**config.mk**
```make
export PLATFORM = sky130hd
export DESIGN_NAME = pwm_fault_override_control
export DESIGN_NICKNAME = d
export VERILOG_FILES = /design/src/hdl/pwm_fault_override_control.v
export VERILOG_INCLUDE_DIRS = /design/src /design/src/hdl
export SDC_FILE = /design/constraint.sdc
export NUM_CORES = 1
export LEC_CHECK = 0
export BUFFER_PORTS_ARGS = -buffer_cell sky130_fd_sc_hd__buf_4
export CORE_ASPECT_RATIO = 0.9
export CORE_MARGIN = 2
export CORE_UTILIZATION = 45
export CTS_CLUSTER_DIAMETER = 100
export CTS_CLUSTER_SIZE = 8
export DETAILED_ROUTE_END_ITERATION = 16
export PLACE_DENSITY = 0.7
export SYNTH_ARGS = -nofsm -noshare
export SYNTH_HDL_FRONTEND = slang
export SYNTH_SLANG_ARGS = --single-unit
```
**constraint.sdc**
```tcl
create_clock -name core_clk -period 5.5 [get_ports core_clk]
set_input_delay 1.65 -clock core_clk [delete_from_list [all_inputs] [get_ports core_clk]]
set_output_delay 1.65 -clock core_clk [all_outputs]
set_load 0.05 [all_outputs]
```
**src/hdl/pwm_fault_consts.vh**
```
// Register map, field positions and reset values of the PWM fault override block
`ifndef PWM_FAULT_CONSTS_VH
`define PWM_FAULT_CONSTS_VH

`define ADDR_FAULT_LIMIT_CTRL   5'h00
`define ADDR_FAULT_OVERRIDE     5'h04
`define ADDR_FAULT_STATUS       5'h08
`define ADDR_FAULT_CLEAR        5'h0C
`define ADDR_PWM_CONTROL        5'h10

`define SRC_MSB                 7
`define SRC_LSB                 3
`define POL_BIT                 2
`define MODE_MSB                1
`define MODE_LSB                0

`define SRC_LAST                5'h04
`define MODE_LATCHED            2'h0
`define MODE_CYCLE              2'h1
`define MODE_RESERVED           2'h2
`define MODE_DISABLED           2'h3

`define FAULT_CTRL_RESET        16'h0003
`define OVERRIDE_RESET          2'h0
`define PWM_CONTROL_RESET       2'h0

`define RESP_OKAY               2'h0
`define RESP_SLVERR             2'h2

`endif

```
**src/hdl/pwm_fault_override_control.v**
```verilog
// PWM generator fault selection, polarity and override logic with AXI4-Lite registers
//
// Operation
// RULE1 - Five-bit source field picks fault input 1..5; higher codes reserved, never fault.
// RULE2 - Polarity bit 1 means active-low fault input, 0 means active-high.
// RULE3 - Mode 11 ignores the fault input; no override applied.
// RULE4 - Mode 01 overrides both outputs while the fault is asserted, cycle by cycle.
// RULE5 - Mode 00 overrides both outputs and latches the forced state once seen.
// RULE6 - Software must not write mode 10; it is reserved.
// RULE7 - Software should change fault fields only while master enable is 0.
// RULE8 - Independent mode with fault 1 as fault: point current-limit source elsewhere.
// RULE9 - Independent mode with fault 1 as current limit: point fault source elsewhere.
// RULE10 - Fault inputs are synchronised to the clock before polarity and mode logic.
// RULE11 - Latched override holds until the fault is gone and software or reset clears it.
//
// Decided for this implementation: register access over AXI4-Lite and the address map.
`timescale 1ns/10ps
`default_nettype none
`include "pwm_fault_consts.vh"

module pwm_fault_override_control (
    input  wire        core_clk,
    input  wire        rst,
    input  wire [4:0]  faultInputs,
    input  wire        pwmHighIn,
    input  wire        pwmLowIn,
    output reg         highSideOutput,
    output reg         lowSideOutput,
    output wire        pwmMasterEnable,
    output wire        independentFaultEnable,
    output wire [4:0]  currentLimitSourceSelect,
    output wire        faultActive,
    input  wire [4:0]  s_axi_awaddr,
    input  wire        s_axi_awvalid,
    output wire        s_axi_awready,
    input  wire [31:0] s_axi_wdata,
    input  wire [3:0]  s_axi_wstrb,
    input  wire        s_axi_wvalid,
    output wire        s_axi_wready,
    output wire [1:0]  s_axi_bresp,
    output wire        s_axi_bvalid,
    input  wire        s_axi_bready,
    input  wire [4:0]  s_axi_araddr,
    input  wire        s_axi_arvalid,
    output wire        s_axi_arready,
    output wire [31:0] s_axi_rdata,
    output wire [1:0]  s_axi_rresp,
    output wire        s_axi_rvalid,
    input  wire        s_axi_rready
);

    // Control and status registers
    reg  [15:0] faultCtrl_reg;
    reg  [1:0]  faultOverrideValues_reg;
    reg  [1:0]  pwmControl_reg;
    // Metastability stage; read by nothing but the second flop
    reg  [4:0]  faultMeta_reg;
    reg  [4:0]  faultSync_reg;
    reg         latched_reg;

    // Bus slave state
    reg  [4:0]  awAddr_reg;
    reg         awHeld_reg;
    reg  [31:0] wData_reg;
    reg  [3:0]  wStrb_reg;
    reg         wHeld_reg;
    reg         bValid_reg;
    reg  [1:0]  bResp_reg;
    reg         rValid_reg;
    reg  [31:0] rData_reg;
    reg  [1:0]  rResp_reg;

    wire [4:0]  faultSourceSelect = faultCtrl_reg[`SRC_MSB:`SRC_LSB];
    wire        faultInputPolarity = faultCtrl_reg[`POL_BIT];
    wire [1:0]  faultResponseMode = faultCtrl_reg[`MODE_MSB:`MODE_LSB];

    // Merge byte lanes into an old word
    function [31:0] mergeBytes;
        input [31:0] oldWord;
        input [31:0] newWord;
        input [3:0]  strb;
        integer i;
        begin
            mergeBytes = oldWord;
            for (i = 0; i < 4; i = i + 1) begin
                if (strb[i]) begin
                    mergeBytes[i*8 +: 8] = newWord[i*8 +: 8];
                end
            end
        end
    endfunction

    function isMapped;
        input [4:0] addr;
        begin
            case (addr)
                `ADDR_FAULT_LIMIT_CTRL: isMapped = 1'b1;
                `ADDR_FAULT_OVERRIDE:   isMapped = 1'b1;
                `ADDR_FAULT_STATUS:     isMapped = 1'b1;
                `ADDR_FAULT_CLEAR:      isMapped = 1'b1;
                `ADDR_PWM_CONTROL:      isMapped = 1'b1;
                default:                isMapped = 1'b0;
            endcase
        end
    endfunction

    // Low address bits dropped: registers are whole words
    function [4:0] wordAddr;
        input [4:0] addr;
        begin
            wordAddr = {addr[4:2], 2'h0};
        end
    endfunction

    // Fault source selection and polarity
    reg selectedRaw;
    always @* begin
        if (faultSourceSelect <= `SRC_LAST) begin
            selectedRaw = faultSync_reg[faultSourceSelect[2:0]]; // see RULE1
        end else begin
            selectedRaw = 1'b0; // see RULE1
        end
    end

    // Reserved codes select nothing, so polarity is applied only to a real input
    wire sourceValid = (faultSourceSelect <= `SRC_LAST);
    wire faultAsserted = sourceValid & (selectedRaw ^ faultInputPolarity); // see RULE2

    // Mode 10 treated like disabled: no defined behaviour, so safest is no override
    wire cycleForce = (faultResponseMode == `MODE_CYCLE) & faultAsserted; // see RULE4
    wire latchForce = (faultResponseMode == `MODE_LATCHED) & (faultAsserted | latched_reg);
    wire forceOverride = cycleForce | latchForce; // see RULE3
    assign faultActive = forceOverride;

    // AXI handshake
    // Response must clear before the next write lands, so one write at a time
    wire doWrite = awHeld_reg & wHeld_reg & ~bValid_reg;
    assign s_axi_awready = ~awHeld_reg;
    assign s_axi_wready  = ~wHeld_reg;
    assign s_axi_bvalid  = bValid_reg;
    assign s_axi_bresp   = bResp_reg;
    assign s_axi_arready = ~rValid_reg;
    assign s_axi_rvalid  = rValid_reg;
    assign s_axi_rdata   = rData_reg;
    assign s_axi_rresp   = rResp_reg;

    wire clearWrite = doWrite & (awAddr_reg == `ADDR_FAULT_CLEAR) & wStrb_reg[0] & wData_reg[0];

    // Lanes merged on a full word; only the low half is stored
    wire [31:0] ctrlMerged = mergeBytes({16'h0000, faultCtrl_reg}, wData_reg, wStrb_reg);
    // Read address aligned once, used by decode and response
    wire [4:0]  readAddr   = wordAddr(s_axi_araddr);

    assign pwmMasterEnable          = pwmControl_reg[0];
    assign independentFaultEnable   = pwmControl_reg[1];
    assign currentLimitSourceSelect = faultCtrl_reg[15:11];

    // Two flops: raw sensor edges must not reach the mode logic
    always @(posedge core_clk) begin
        if (rst) begin
            faultMeta_reg <= 5'h00;
            faultSync_reg <= 5'h00;
        end else begin
            faultMeta_reg <= faultInputs; // see RULE10
            faultSync_reg <= faultMeta_reg; // see RULE10
        end
    end

    // Latch: new fault wins over a clear in the same cycle
    // Leaving latched mode drops any held fault
    always @(posedge core_clk) begin
        if (rst) begin
            latched_reg <= 1'b0; // see RULE11
        end else if (faultResponseMode != `MODE_LATCHED) begin
            latched_reg <= 1'b0;
        end else if (faultAsserted) begin
            latched_reg <= 1'b1; // see RULE5
        end else if (clearWrite) begin
            latched_reg <= 1'b0; // see RULE11
        end
    end

    // Forced value replaces the drive one edge after the flag rises
    always @(posedge core_clk) begin
        if (rst) begin
            highSideOutput <= 1'b0;
        end else if (forceOverride) begin
            highSideOutput <= faultOverrideValues_reg[1]; // see RULE4
        end else begin
            highSideOutput <= pwmHighIn;
        end
    end

    always @(posedge core_clk) begin
        if (rst) begin
            lowSideOutput <= 1'b0;
        end else if (forceOverride) begin
            lowSideOutput <= faultOverrideValues_reg[0]; // see RULE5
        end else begin
            lowSideOutput <= pwmLowIn;
        end
    end

    // Write channel
    always @(posedge core_clk) begin
        if (rst) begin
            awAddr_reg <= 5'h00;
            awHeld_reg <= 1'b0;
            wData_reg  <= 32'h0000_0000;
            wStrb_reg  <= 4'h0;
            wHeld_reg  <= 1'b0;
            bValid_reg <= 1'b0;
            bResp_reg  <= `RESP_OKAY;
            faultCtrl_reg           <= `FAULT_CTRL_RESET;
            faultOverrideValues_reg <= `OVERRIDE_RESET;
            pwmControl_reg          <= `PWM_CONTROL_RESET;
        end else begin
            if (s_axi_awvalid && !awHeld_reg) begin
                awAddr_reg <= wordAddr(s_axi_awaddr);
                awHeld_reg <= 1'b1;
            end
            if (s_axi_wvalid && !wHeld_reg) begin
                wData_reg <= s_axi_wdata;
                wStrb_reg <= s_axi_wstrb;
                wHeld_reg <= 1'b1;
            end
            if (bValid_reg && s_axi_bready) begin
                bValid_reg <= 1'b0;
            end
            if (doWrite) begin
                awHeld_reg <= 1'b0;
                wHeld_reg  <= 1'b0;
                bValid_reg <= 1'b1;
                bResp_reg  <= isMapped(awAddr_reg) ? `RESP_OKAY : `RESP_SLVERR;
                case (awAddr_reg)
                    `ADDR_FAULT_LIMIT_CTRL: begin
                        // Mode 10 is stored as written; logic gives it no override
                        faultCtrl_reg <= ctrlMerged[15:0]; // see RULE6
                    end
                    `ADDR_FAULT_STATUS: begin
                        // Read-only view; write answered but dropped
                    end
                    `ADDR_FAULT_CLEAR: begin
                        // Acts through clearWrite; nothing stored
                    end
                    `ADDR_FAULT_OVERRIDE: begin
                        if (wStrb_reg[0]) begin
                            faultOverrideValues_reg <= wData_reg[1:0];
                        end
                    end
                    `ADDR_PWM_CONTROL: begin
                        if (wStrb_reg[0]) begin
                            pwmControl_reg <= wData_reg[1:0];
                        end
                    end
                    default: begin
                    end
                endcase
            end
        end
    end

    // Read channel
    // One read at a time: arready stays low while an answer stands
    always @(posedge core_clk) begin
        if (rst) begin
            rValid_reg <= 1'b0;
            rData_reg  <= 32'h0000_0000;
            rResp_reg  <= `RESP_OKAY;
        end else if (rValid_reg) begin
            if (s_axi_rready) begin
                rValid_reg <= 1'b0;
            end
        end else if (s_axi_arvalid) begin
            rValid_reg <= 1'b1;
            rResp_reg  <= isMapped(readAddr) ? `RESP_OKAY : `RESP_SLVERR;
            case (readAddr)
                `ADDR_FAULT_LIMIT_CTRL: begin
                    rData_reg <= {16'h0000, faultCtrl_reg};
                end
                `ADDR_FAULT_OVERRIDE: begin
                    rData_reg <= {30'h0000_0000, faultOverrideValues_reg};
                end
                `ADDR_FAULT_STATUS: begin
                    // Synced levels, so software sees what the logic acts on
                    rData_reg <= {24'h00_0000, faultSync_reg,
                                  faultAsserted, latched_reg, forceOverride};
                end
                `ADDR_PWM_CONTROL: begin
                    rData_reg <= {30'h0000_0000, pwmControl_reg};
                end
                default: begin
                    rData_reg <= 32'h0000_0000;
                end
            endcase
        end
    end

endmodule
`default_nettype wire

```
; ---- Yosys cells after proc, flatten, opt, wreduce, memory -nomap -nowiden
; Cells that the tools add are included.
[totals]
reg_bits = 94
inputBits = 60
word_cells = 87
[op_classes]
order_cmp = 2
eq_ne = 9
n_mux = 22
n_bitwise = 15
reduce_logical = 20
[ops]
columns = op, count
row1 = one-hot mux 16 bit (4 select lines), 1
row2 = 2-to-1 mux 1 bit, 18
row3 = == test 3 x 2 -> 1 bit (second input constant), 4
row4 = AND reduction 3 bit, 4
row5 = logical NOT 5 bit, 2
row6 = OR reduction 5 bit, 2
row7 = bitwise AND 1 bit, 8
row8 = == test 3 x 1 -> 1 bit (second input constant), 2
row9 = == test 3 bit (second input constant), 2
row10 = nonzero test 2 bit, 3
row11 = <= comparator 5 x 3 -> 1 bit (second input constant), 1
row12 = less-than comparator 3 x 4 -> 1 bit (second input constant), 1
row13 = 2-to-1 mux 2 bit, 2
row14 = inverter 1 bit, 4
row15 = OR reduction 2 bit, 2
row16 = binary-select mux 1 bit (select 3 bit), 1
row17 = logical AND 1 bit, 3
row18 = == test 2 x 1 -> 1 bit (second input constant), 1
row19 = logical NOT 1 bit, 2
row20 = logical NOT 2 bit, 1
row21 = OR 1 bit, 2
row22 = AND reduction 2 bit, 1
row23 = bitwise XOR 1 bit, 1

; ---- Logic depth before layout (Yosys ltp)
; Gate-level depths: netlist of run 1.
[logic_depth]
ltp_word = 9
mapped_depth = 6
mapped_depth_nobuf = 5

; ---- Least setup slack after synthesis of run 1
; No wires, ideal clock.
[synth_timing]
path_kind = register to output
from = register faultCtrl_reg[5]
to = output faultActive
arrival_ps = 1569
setup_slack_ps = 2281
path_stages_with_launch = 6
path_buffers = 0
path_cell_list = dfxtp_1 mux2i_1 o32ai_2 or3_4 a41oi_2 inv_1
[synth_between]
elab_chain_len = 8
elab_cells_between_ends = 10
cone_classes = 1 x order compare / 3 x mux / 6 x bitwise
[synth_rtl]
columns = element, line_no
row1 = start: declaration, pwm_fault_override_control.v:53  ; reg [15:0] faultCtrl_reg;
row2 = start signal: assignment, pwm_fault_override_control.v:214  ; faultCtrl_reg <= `FAULT_CTRL_RESET;
row3 = start signal: assignment, pwm_fault_override_control.v:238  ; faultCtrl_reg <= ctrlMerged[15:0];
row4 = binary-select mux 1 bit (select 3 bit), pwm_fault_override_control.v:119  ; selectedRaw = faultSync_reg[faultSourceSelect[2:0]];
row5 = 2-to-1 mux 1 bit (implied by the code), pwm_fault_override_control.v:119
row6 = 2-to-1 mux 1 bit, pwm_fault_override_control.v:118  ; if (faultSourceSelect <= `SRC_LAST) begin
row7 = bitwise XOR 1 bit, pwm_fault_override_control.v:127  ; wire faultAsserted = sourceValid & (selectedRaw ^ faultInputPolarity);
row8 = bitwise AND 1 bit *, pwm_fault_override_control.v:127
row9 = OR 1 bit, pwm_fault_override_control.v:131  ; wire latchForce = (faultResponseMode == `MODE_LATCHED) & (faultAsserted | latched_reg);
row10 = bitwise AND 1 bit, pwm_fault_override_control.v:131
row11 = OR 1 bit *, pwm_fault_override_control.v:132  ; wire forceOverride = cycleForce | latchForce;
row12 = end: declaration, pwm_fault_override_control.v:32  ; output wire faultActive,
; Mark *: on every way between the ends. The rest lies on a longest branch, timed or not. The select of a mux whose other input is x is not followed.

; ---- Worst setup path after layout of run 1
; Same ends and word-level chain as after synthesis.

==> results of run 1 <==
[report_power, final]
part           total, mW  internal, mW  switching (mW)
Clock              0.418         0.222           0.196
Combinational      0.127        0.0413          0.0857
Sequential         0.578         0.567          0.0109
[worst reg2reg max path, cell delays in order (launching register included)]
cell,delay (ps)
dfxtp_1,400
nand3b_1,150
nor3_1,800
nand3b_1,620
mux2i_1,320
nor2_1,60
[path summary, 6_finish.rpt]
| path | start | endpoint | slack [ps] | depth (start not counted) |
|---|---|---|---|---|
| worst min register to register | faultMeta_reg[2]$_SDFF_PP0_ | faultSync_reg[2]$_SDFF_PP0_ | 440 | 1 |
| worst max-delay path | faultCtrl_reg[5]$_SDFFE_PP0P_ | faultActive | 1730 | 6 |
| worst max register to register | wHeld_reg$_SDFFE_PP0P_ | faultCtrl_reg[14]$_SDFFE_PP0P_ | 3020 | 5 |
| worst min-delay path | faultMeta_reg[2]$_SDFF_PP0_ | faultSync_reg[2]$_SDFF_PP0_ | 440 | 1 |
[final cells by class]
| class | instances | area, um2 | share of cell area (%) |
|---|---|---|---|
| sequential | 76 | 1520 | 40.3 |
| multi-input combinational | 247 | 1400 | 37.1 |
| timing repair buffer | 70 | 526 | 13.9 |
| clock buffer | 12 | 145 | 3.84 |
| tap | 90 | 113 | 2.98 |
| clock inverter | 4 | 48.8 | 1.29 |
| inverter | 6 | 22.5 | 0.596 |
[logic make-up (layout without fill, tap and decap cells)]
group / Yosys count / count (layout) / share of synthesized area, %
AO/OA/AOI/OAI: 64 / 64 / 13.2
other: 1 / 18 / 0.120
multiplexers: 25 / 25 / 8.14
AND/OR/NAND/NOR: 140 / 140 / 21.2
flip-flops: 76 / 76 / 48.5
buffers and inverters: 49 / 92 / 8.78
[through the flow]
| step | instances | instance area, um2 | hold slack, ps |
|---|---|---|---|
| floorplan | 372 | 3200 | 414 |
| global placement | 489 | 3590 | 417 |
| detailed placement | 489 | 3590 | 426 |
| CTS | 505 | 3780 | 443 |
| global route | 505 | 3780 | 464 |
| finish | 505 | 3780 | 438 |
[cell usage in the layout, fill, tap and decap left out, types with 2 or more instances in the layout]
cell type  synthesis  final
a22oi_1           14     14
nor3_1             2      2
nor3b_1            2      2
nand2_1           55     55
o21a_1             2      2
inv_1              5      5
clkbuf_1          13      2
mux2i_1           21     21
nand3_1           11     11
dfxtp_1           76     76
nor2b_1           13     13
nor2_1            35     35
conb_1             1     18
clkbuf_8           0     10
nand3b_1           5      5
o21ai_1            3      3
buf_4             23     70
o21ai_0            5      5
mux2_1             4      4
nand2b_1           8      8
clkinv_2           0      2
a21oi_1           30     30
[per-layer routing]
metal	track usage, %	part of all wire (%)	up-vias
li1	-	-	1275
met1	21.1	46	1130
met2	27.3	46	79
met3	6.99	6.6	10
met4	5.70	1.5	0
met5	0	0	-
==> qor.yml, run 1 <==
placed_design:
  dpl_worst_slack_ps: 2090
  gp_congestion: 0.764
  dpl.hpwl_um: 4410
  io_buffers: 70
grt:
  grt_pass1_wl_um: 10500
  grt_pass1_vias: 2309
  antenna_found_initial: 0
  grt_util_all_layers_pct: 17.1
  grt_max_degree: 80
  grt-ovfl-total: 0
critical_path:
  crit_path_max_incr_delay_ps: 440
  crit_fanout: 6
  cp_cell_sequence: "mux2i_1 -> o32ai_2 -> or3_4 -> a41oi_2 -> inv_1 -> buf_4"
  worst-path-buf-inv: 2
  cp-end-kind: "output port"
  startpoint_type: "register"
  criticalPathCategory: "register to output port"
  cp_top_family: "compound AO/OA/AOI/OAI gates"
  worst_ep_arrival_time_ps: 2120
  critPathSlowestCell: "dfxtp_1"
  cp.required_ps: 3850
route:
  num_vias: 2494
  ant_nets: 0
  drc: 0
  vias_per_cell: 4.94
  routedWlPerCell_um: 12.4
  wirelength_um: 6240
  dr.pass1.iters: 5
  drtIter0Drc: 105
hold_path:
  hold_class: "register to register"
layout:
  nets: 470
  final_core_util_pct: 56.8
  drive_gt1_share_pct: 22.4
  syn2layout_area_growth_pct: 20.5
  fill_cells: 631
  diodes: 0
clock_tree:
  cts_sinks: 76
  clk_path_buf_depth: 2
  cts_setup_buffers: 0
  holdBufCountCts: 0
  cts_tree: "yes"
  cts-htree-levels: 3
  numCtsBuffers: 9
  clk_pin_slew_worst_paths_ps: 70
  cts.repair.resized: 0
  clk_latency_ps: 350
  root_buffer: "clkbuf_8"
sta:
  hold_viol_final: 0
  rsz0062_at_grt: "false"
  fmax_mhz: 265
  worst_pin_slew_ps: 1220
  slew_headroom_pct: 18.7
  setup_ws_ps: 1730
  finalSetupTns_ps: 0
  fin_skew_ps: 5.50
  period_share_pct: 68.5
  setup_violations: 0
  final_max_slew_viol_count: 0
  post-route-min-period_ps: 3770
logic_synthesis:
  synth-async-reset-ratio_pct: 0
  synthFlopType: "dfxtp_1"
  synthMostInstantiatedCell: "dfxtp_1"
  synth_warnings: 0
  synth_cell_types: 42
  ys_seq_elements: 76
  ys_seq_area_share_pct: 48.5
  synth_area_um2: 3140
  synthCells: 355
  synth_area_leaders: "dfxtp_1 (49%), mux2i_1 (6.7%), nand2_1 (6.6%)"
  synth_common_cells: "dfxtp_1 (76), nand2_1 (55), nor2_1 (35), a21oi_1 (30), buf_4 (23)"
  yosysTopAreaCell: "dfxtp_1"
  yosys.area.top_type_share_pct: 48.5
  post_synth.cell_area_avg_um2: 8.84
  synth-edff-count: 0
job:
  cap_violations: 0
pwr:
  power.total_mw: 1.12
  power_density_nw_per_um2: 297
  leakagePower_nw: 1.64
  irDropWorstVdd_mv: 0.207
die:
  die_h_um: 83.2
  initial_core_util_pct: 47.1
  dieArea_um2: 7660
  die_x_um: 92.0
  rows: 28
  io_pins: 111
  core-area_um2: 6660
run_status:
  status: "complete, no violations"
(Power assumes the default switching activity.)
==> run 2, diff against run 1 <==
- ABC_AREA: not set -> 1
- clock period: 5.5 -> 3.61 ns (I/O delays scaled with it)
==> run 2 against run 1 <==
Non-clock buffer count did not move. Largest power group unchanged. Sequential cell count did not move. Critical endpoint unchanged. Via count rose by 4.4%. Total power rose by 68%.
==> qor.yml, run 2 <==
run_status:
  status: "complete, no violations"  # unchanged
logic_synthesis:
  synth_area_leaders: "dfxtp_1 (49%), nor2_1 (8.6%), o21ai_0 (8.2%)"  # was dfxtp_1 (49%), mux2i_1 (6.7%), nand2_1 (6.6%)
  synth_area_um2: 3110  # was 3140 um2
  yosysTopAreaCell: "dfxtp_1"  # unchanged
  yosys.area.top_type_share_pct: 49.0  # was 48.5%
  synthMostInstantiatedCell: "dfxtp_1"  # unchanged
  synth_warnings: 0  # unchanged
  ys_seq_elements: 76  # unchanged
  synth-async-reset-ratio_pct: 0  # unchanged
  synth-edff-count: 0  # unchanged
  post_synth.cell_area_avg_um2: 7.67  # was 8.84 um2
  ys_seq_area_share_pct: 49.0  # was 48.5%
  synth_cell_types: 31  # was 42
  synthCells: 405  # was 355
  synth_common_cells: "dfxtp_1 (76), nor2_1 (71), o21ai_0 (51), nand2_1 (48), a21oi_1 (35)"  # was dfxtp_1 (76), nand2_1 (55), nor2_1 (35), a21oi_1 (30), buf_4 (23)
  synthFlopType: "dfxtp_1"  # unchanged
route:
  dr.pass1.iters: 4  # was 5
  wirelength_um: 6170  # was 6240 um
  routedWlPerCell_um: 11.0  # was 12.4 um
  drc: 0  # unchanged
  vias_per_cell: 4.64  # was 4.94
  ant_nets: 0  # unchanged
  num_vias: 2603  # was 2494
  drtIter0Drc: 162  # was 105
die:
  initial_core_util_pct: 46.9  # was 47.1%
  die_h_um: 82.8  # was 83.2 um
  rows: 28  # unchanged
  dieArea_um2: 7590  # was 7660 um2
  io_pins: 111  # unchanged
  die_x_um: 91.6  # was 92.0 um
  core-area_um2: 6620  # was 6660 um2
pwr:
  power_density_nw_per_um2: 495  # was 297 nW/um2
  clkPwrFrac_pct: 38.9  # was 37.2%
  pwr-share-seq_pct: 47.8  # was 51.5%
  p_sw_mw: 0.488  # was 0.293 mW
  leakagePower_nw: 1.70  # was 1.64 nW
  internal_power_mw: 1.40  # was 0.830 mW
  p_sw_share_pct: 25.9  # was 26.1%
  power_frac_comb_pct: 13.3  # was 11.3%
  irDropWorstVdd_mv: 0.195  # was 0.207 mV
placed_design:
  dpl.hpwl_um: 4430  # was 4410 um
  gp_congestion: 0.813  # was 0.764
  dp.cells: 545  # was 489
  io_buffers: 70  # unchanged
clock_tree:
  cts_setup_buffers: 0  # unchanged
  cts-htree-levels: 3  # unchanged
  cts_tree: "yes"  # unchanged
  clk_latency_ps: 340  # was 350 ps
  clk_path_buf_depth: 2  # unchanged
  root_buffer: "clkbuf_8"  # unchanged
  cts.repair.resized: 0  # unchanged
  cts_sinks: 76  # unchanged
  numCtsBuffers: 9  # unchanged
  holdBufCountCts: 0  # unchanged
  clk_pin_slew_worst_paths_ps: 70  # about the same
layout:
  final_cells: 561  # was 505
  final_core_util_pct: 57.5  # was 56.8%
  diodes: 0  # unchanged
  mostFrequentLayoutCells: "dfxtp_1 (76), nor2_1 (71), buf_4 (70)"  # was dfxtp_1 (76), buf_4 (70), nand2_1 (55)
  drive_gt1_share_pct: 25.1  # was 22.4%
  nets: 526  # was 470
  final_common_cell: "dfxtp_1"  # unchanged
  syn2layout_area_growth_pct: 22.5  # was 20.5%
  fill_cells: 620  # was 631
grt:
  grt_pass1_wl_um: 10300  # was 10500 um
  grt_util_all_layers_pct: 16.7  # was 17.1%
  grt_pass1_vias: 2302  # was 2309
  antenna_found_initial: 0  # unchanged
  grt-ovfl-total: 0  # unchanged
  grt_max_degree: 50  # was 80
critical_path:
  startpoint_type: "register"  # unchanged
  criticalPathCategory: "register to output port"  # unchanged
  cp-end-kind: "output port"  # unchanged
  worst_ep_arrival_time_ps: 1630  # was 2120 ps
  crit_fanout: 5  # was 6
  cp.required_ps: 2530  # was 3850 ps
sta:
  fin_skew_ps: 7.16  # was 5.50 ps
  post-route-min-period_ps: 2710
  slew_headroom_pct: 46.8  # was 18.7%
  finalSetupTns_ps: 0  # unchanged
  hold_viol_final: 0  # unchanged
  worst_pin_slew_ps: 795  # was 1220 ps
  final_max_slew_viol_count: 0  # unchanged
  period_share_pct: 75.2
  fmax_mhz: 368
  rsz0062_at_grt: "false"  # unchanged
  setup_violations: 0  # unchanged
hold_path:
  hold_class: "register to register"  # unchanged
job:
  cap_violations: 0  # unchanged
==> run 2: metal layers <==
layer  vias to the layer above  part of all wire (%)  routed length (um)  GRT usage [%]
li1                       1379                     -                   -              -
met2                        82                    41                2530           23.6
met5                         -                     0                   0              0
met3                         4                   7.0                 432           4.54
met4                         0                  0.89                  55           7.58
met1                      1138                    51                3150           23.5
==> run 2: logic make-up after synthesis <==
kind of cell    after synthesis  share of synthesized area, %
simple gates                147                          20.9
compound gates              100                          17.1
buf+inv                      81                          13.0
flops                        76                          49.0
other cells                   1                         0.121
==> run 2: area by class of cell <==
cell class | instances | area, um2 | area share (%)
clock buffer | 12 | 165 | 4.34
clock inverter | 4 | 70.1 | 1.84
inverter | 44 | 165 | 4.34
multi-input combinational | 265 | 1250 | 32.8
sequential | 76 | 1520 | 40.0
tap | 90 | 113 | 2.96
timing repair buffer | 70 | 526 | 13.8
==> run 2: power by group through the flow <==
stage | Sequential (mW) | Clock, mW | Combinational [mW]
2_1_floorplan | 0.950 | 0 | 0.162
3_3_place_gp | 0.918 | 0 | 0.249
3_5_place_dp | 0.919 | 0 | 0.251
4_1_cts | 0.900 | 0.751 | 0.252
5_1_grt | 0.905 | 0.788 | 0.273
6_report | 0.900 | 0.733 | 0.251
==> run 2: path summary, 6_finish.rpt <==
check | start | end | slack (ps) | cells after the start
setup / recovery | faultCtrl_reg[4]$_SDFFE_PP0P_ | faultActive | 900 | 8
hold / removal | faultMeta_reg[2]$_SDFF_PP0_ | faultSync_reg[2]$_SDFF_PP0_ | 400 | 2
setup reg to reg | wHeld_reg$_SDFFE_PP0P_ | wData_reg[0]$_SDFFE_PP0P_ | 1660 | 4
hold reg to reg | faultMeta_reg[2]$_SDFF_PP0_ | faultSync_reg[2]$_SDFF_PP0_ | 400 | 2
==> run 2: worst max-delay path: stages (launching register included) <==
cell      delay (ps)
dfxtp_1          330
inv_2            100
nand2_1           90
a211oi_2         220
nand3_2          130
nand2_2           90
nand2_2           70
inv_2             80
buf_4            190
==> run 2: per-stage QoR <==
| stage | power, mW | worst slack (ps) | area (um2) | hold slack (ps) |
|---|---|---|---|---|
| final | 1.88 | 896 | 3810 | 403 |
| after global routing | 1.97 | 705 | 3810 | 413 |
| after CTS | 1.90 | 881 | 3810 | 402 |
| after detailed placement | 1.17 | 721 | 3570 | 395 |
| after global placement | 1.17 | 711 | 3570 | 394 |
| after floorplan | 1.11 | 1430 | 3170 | 388 |
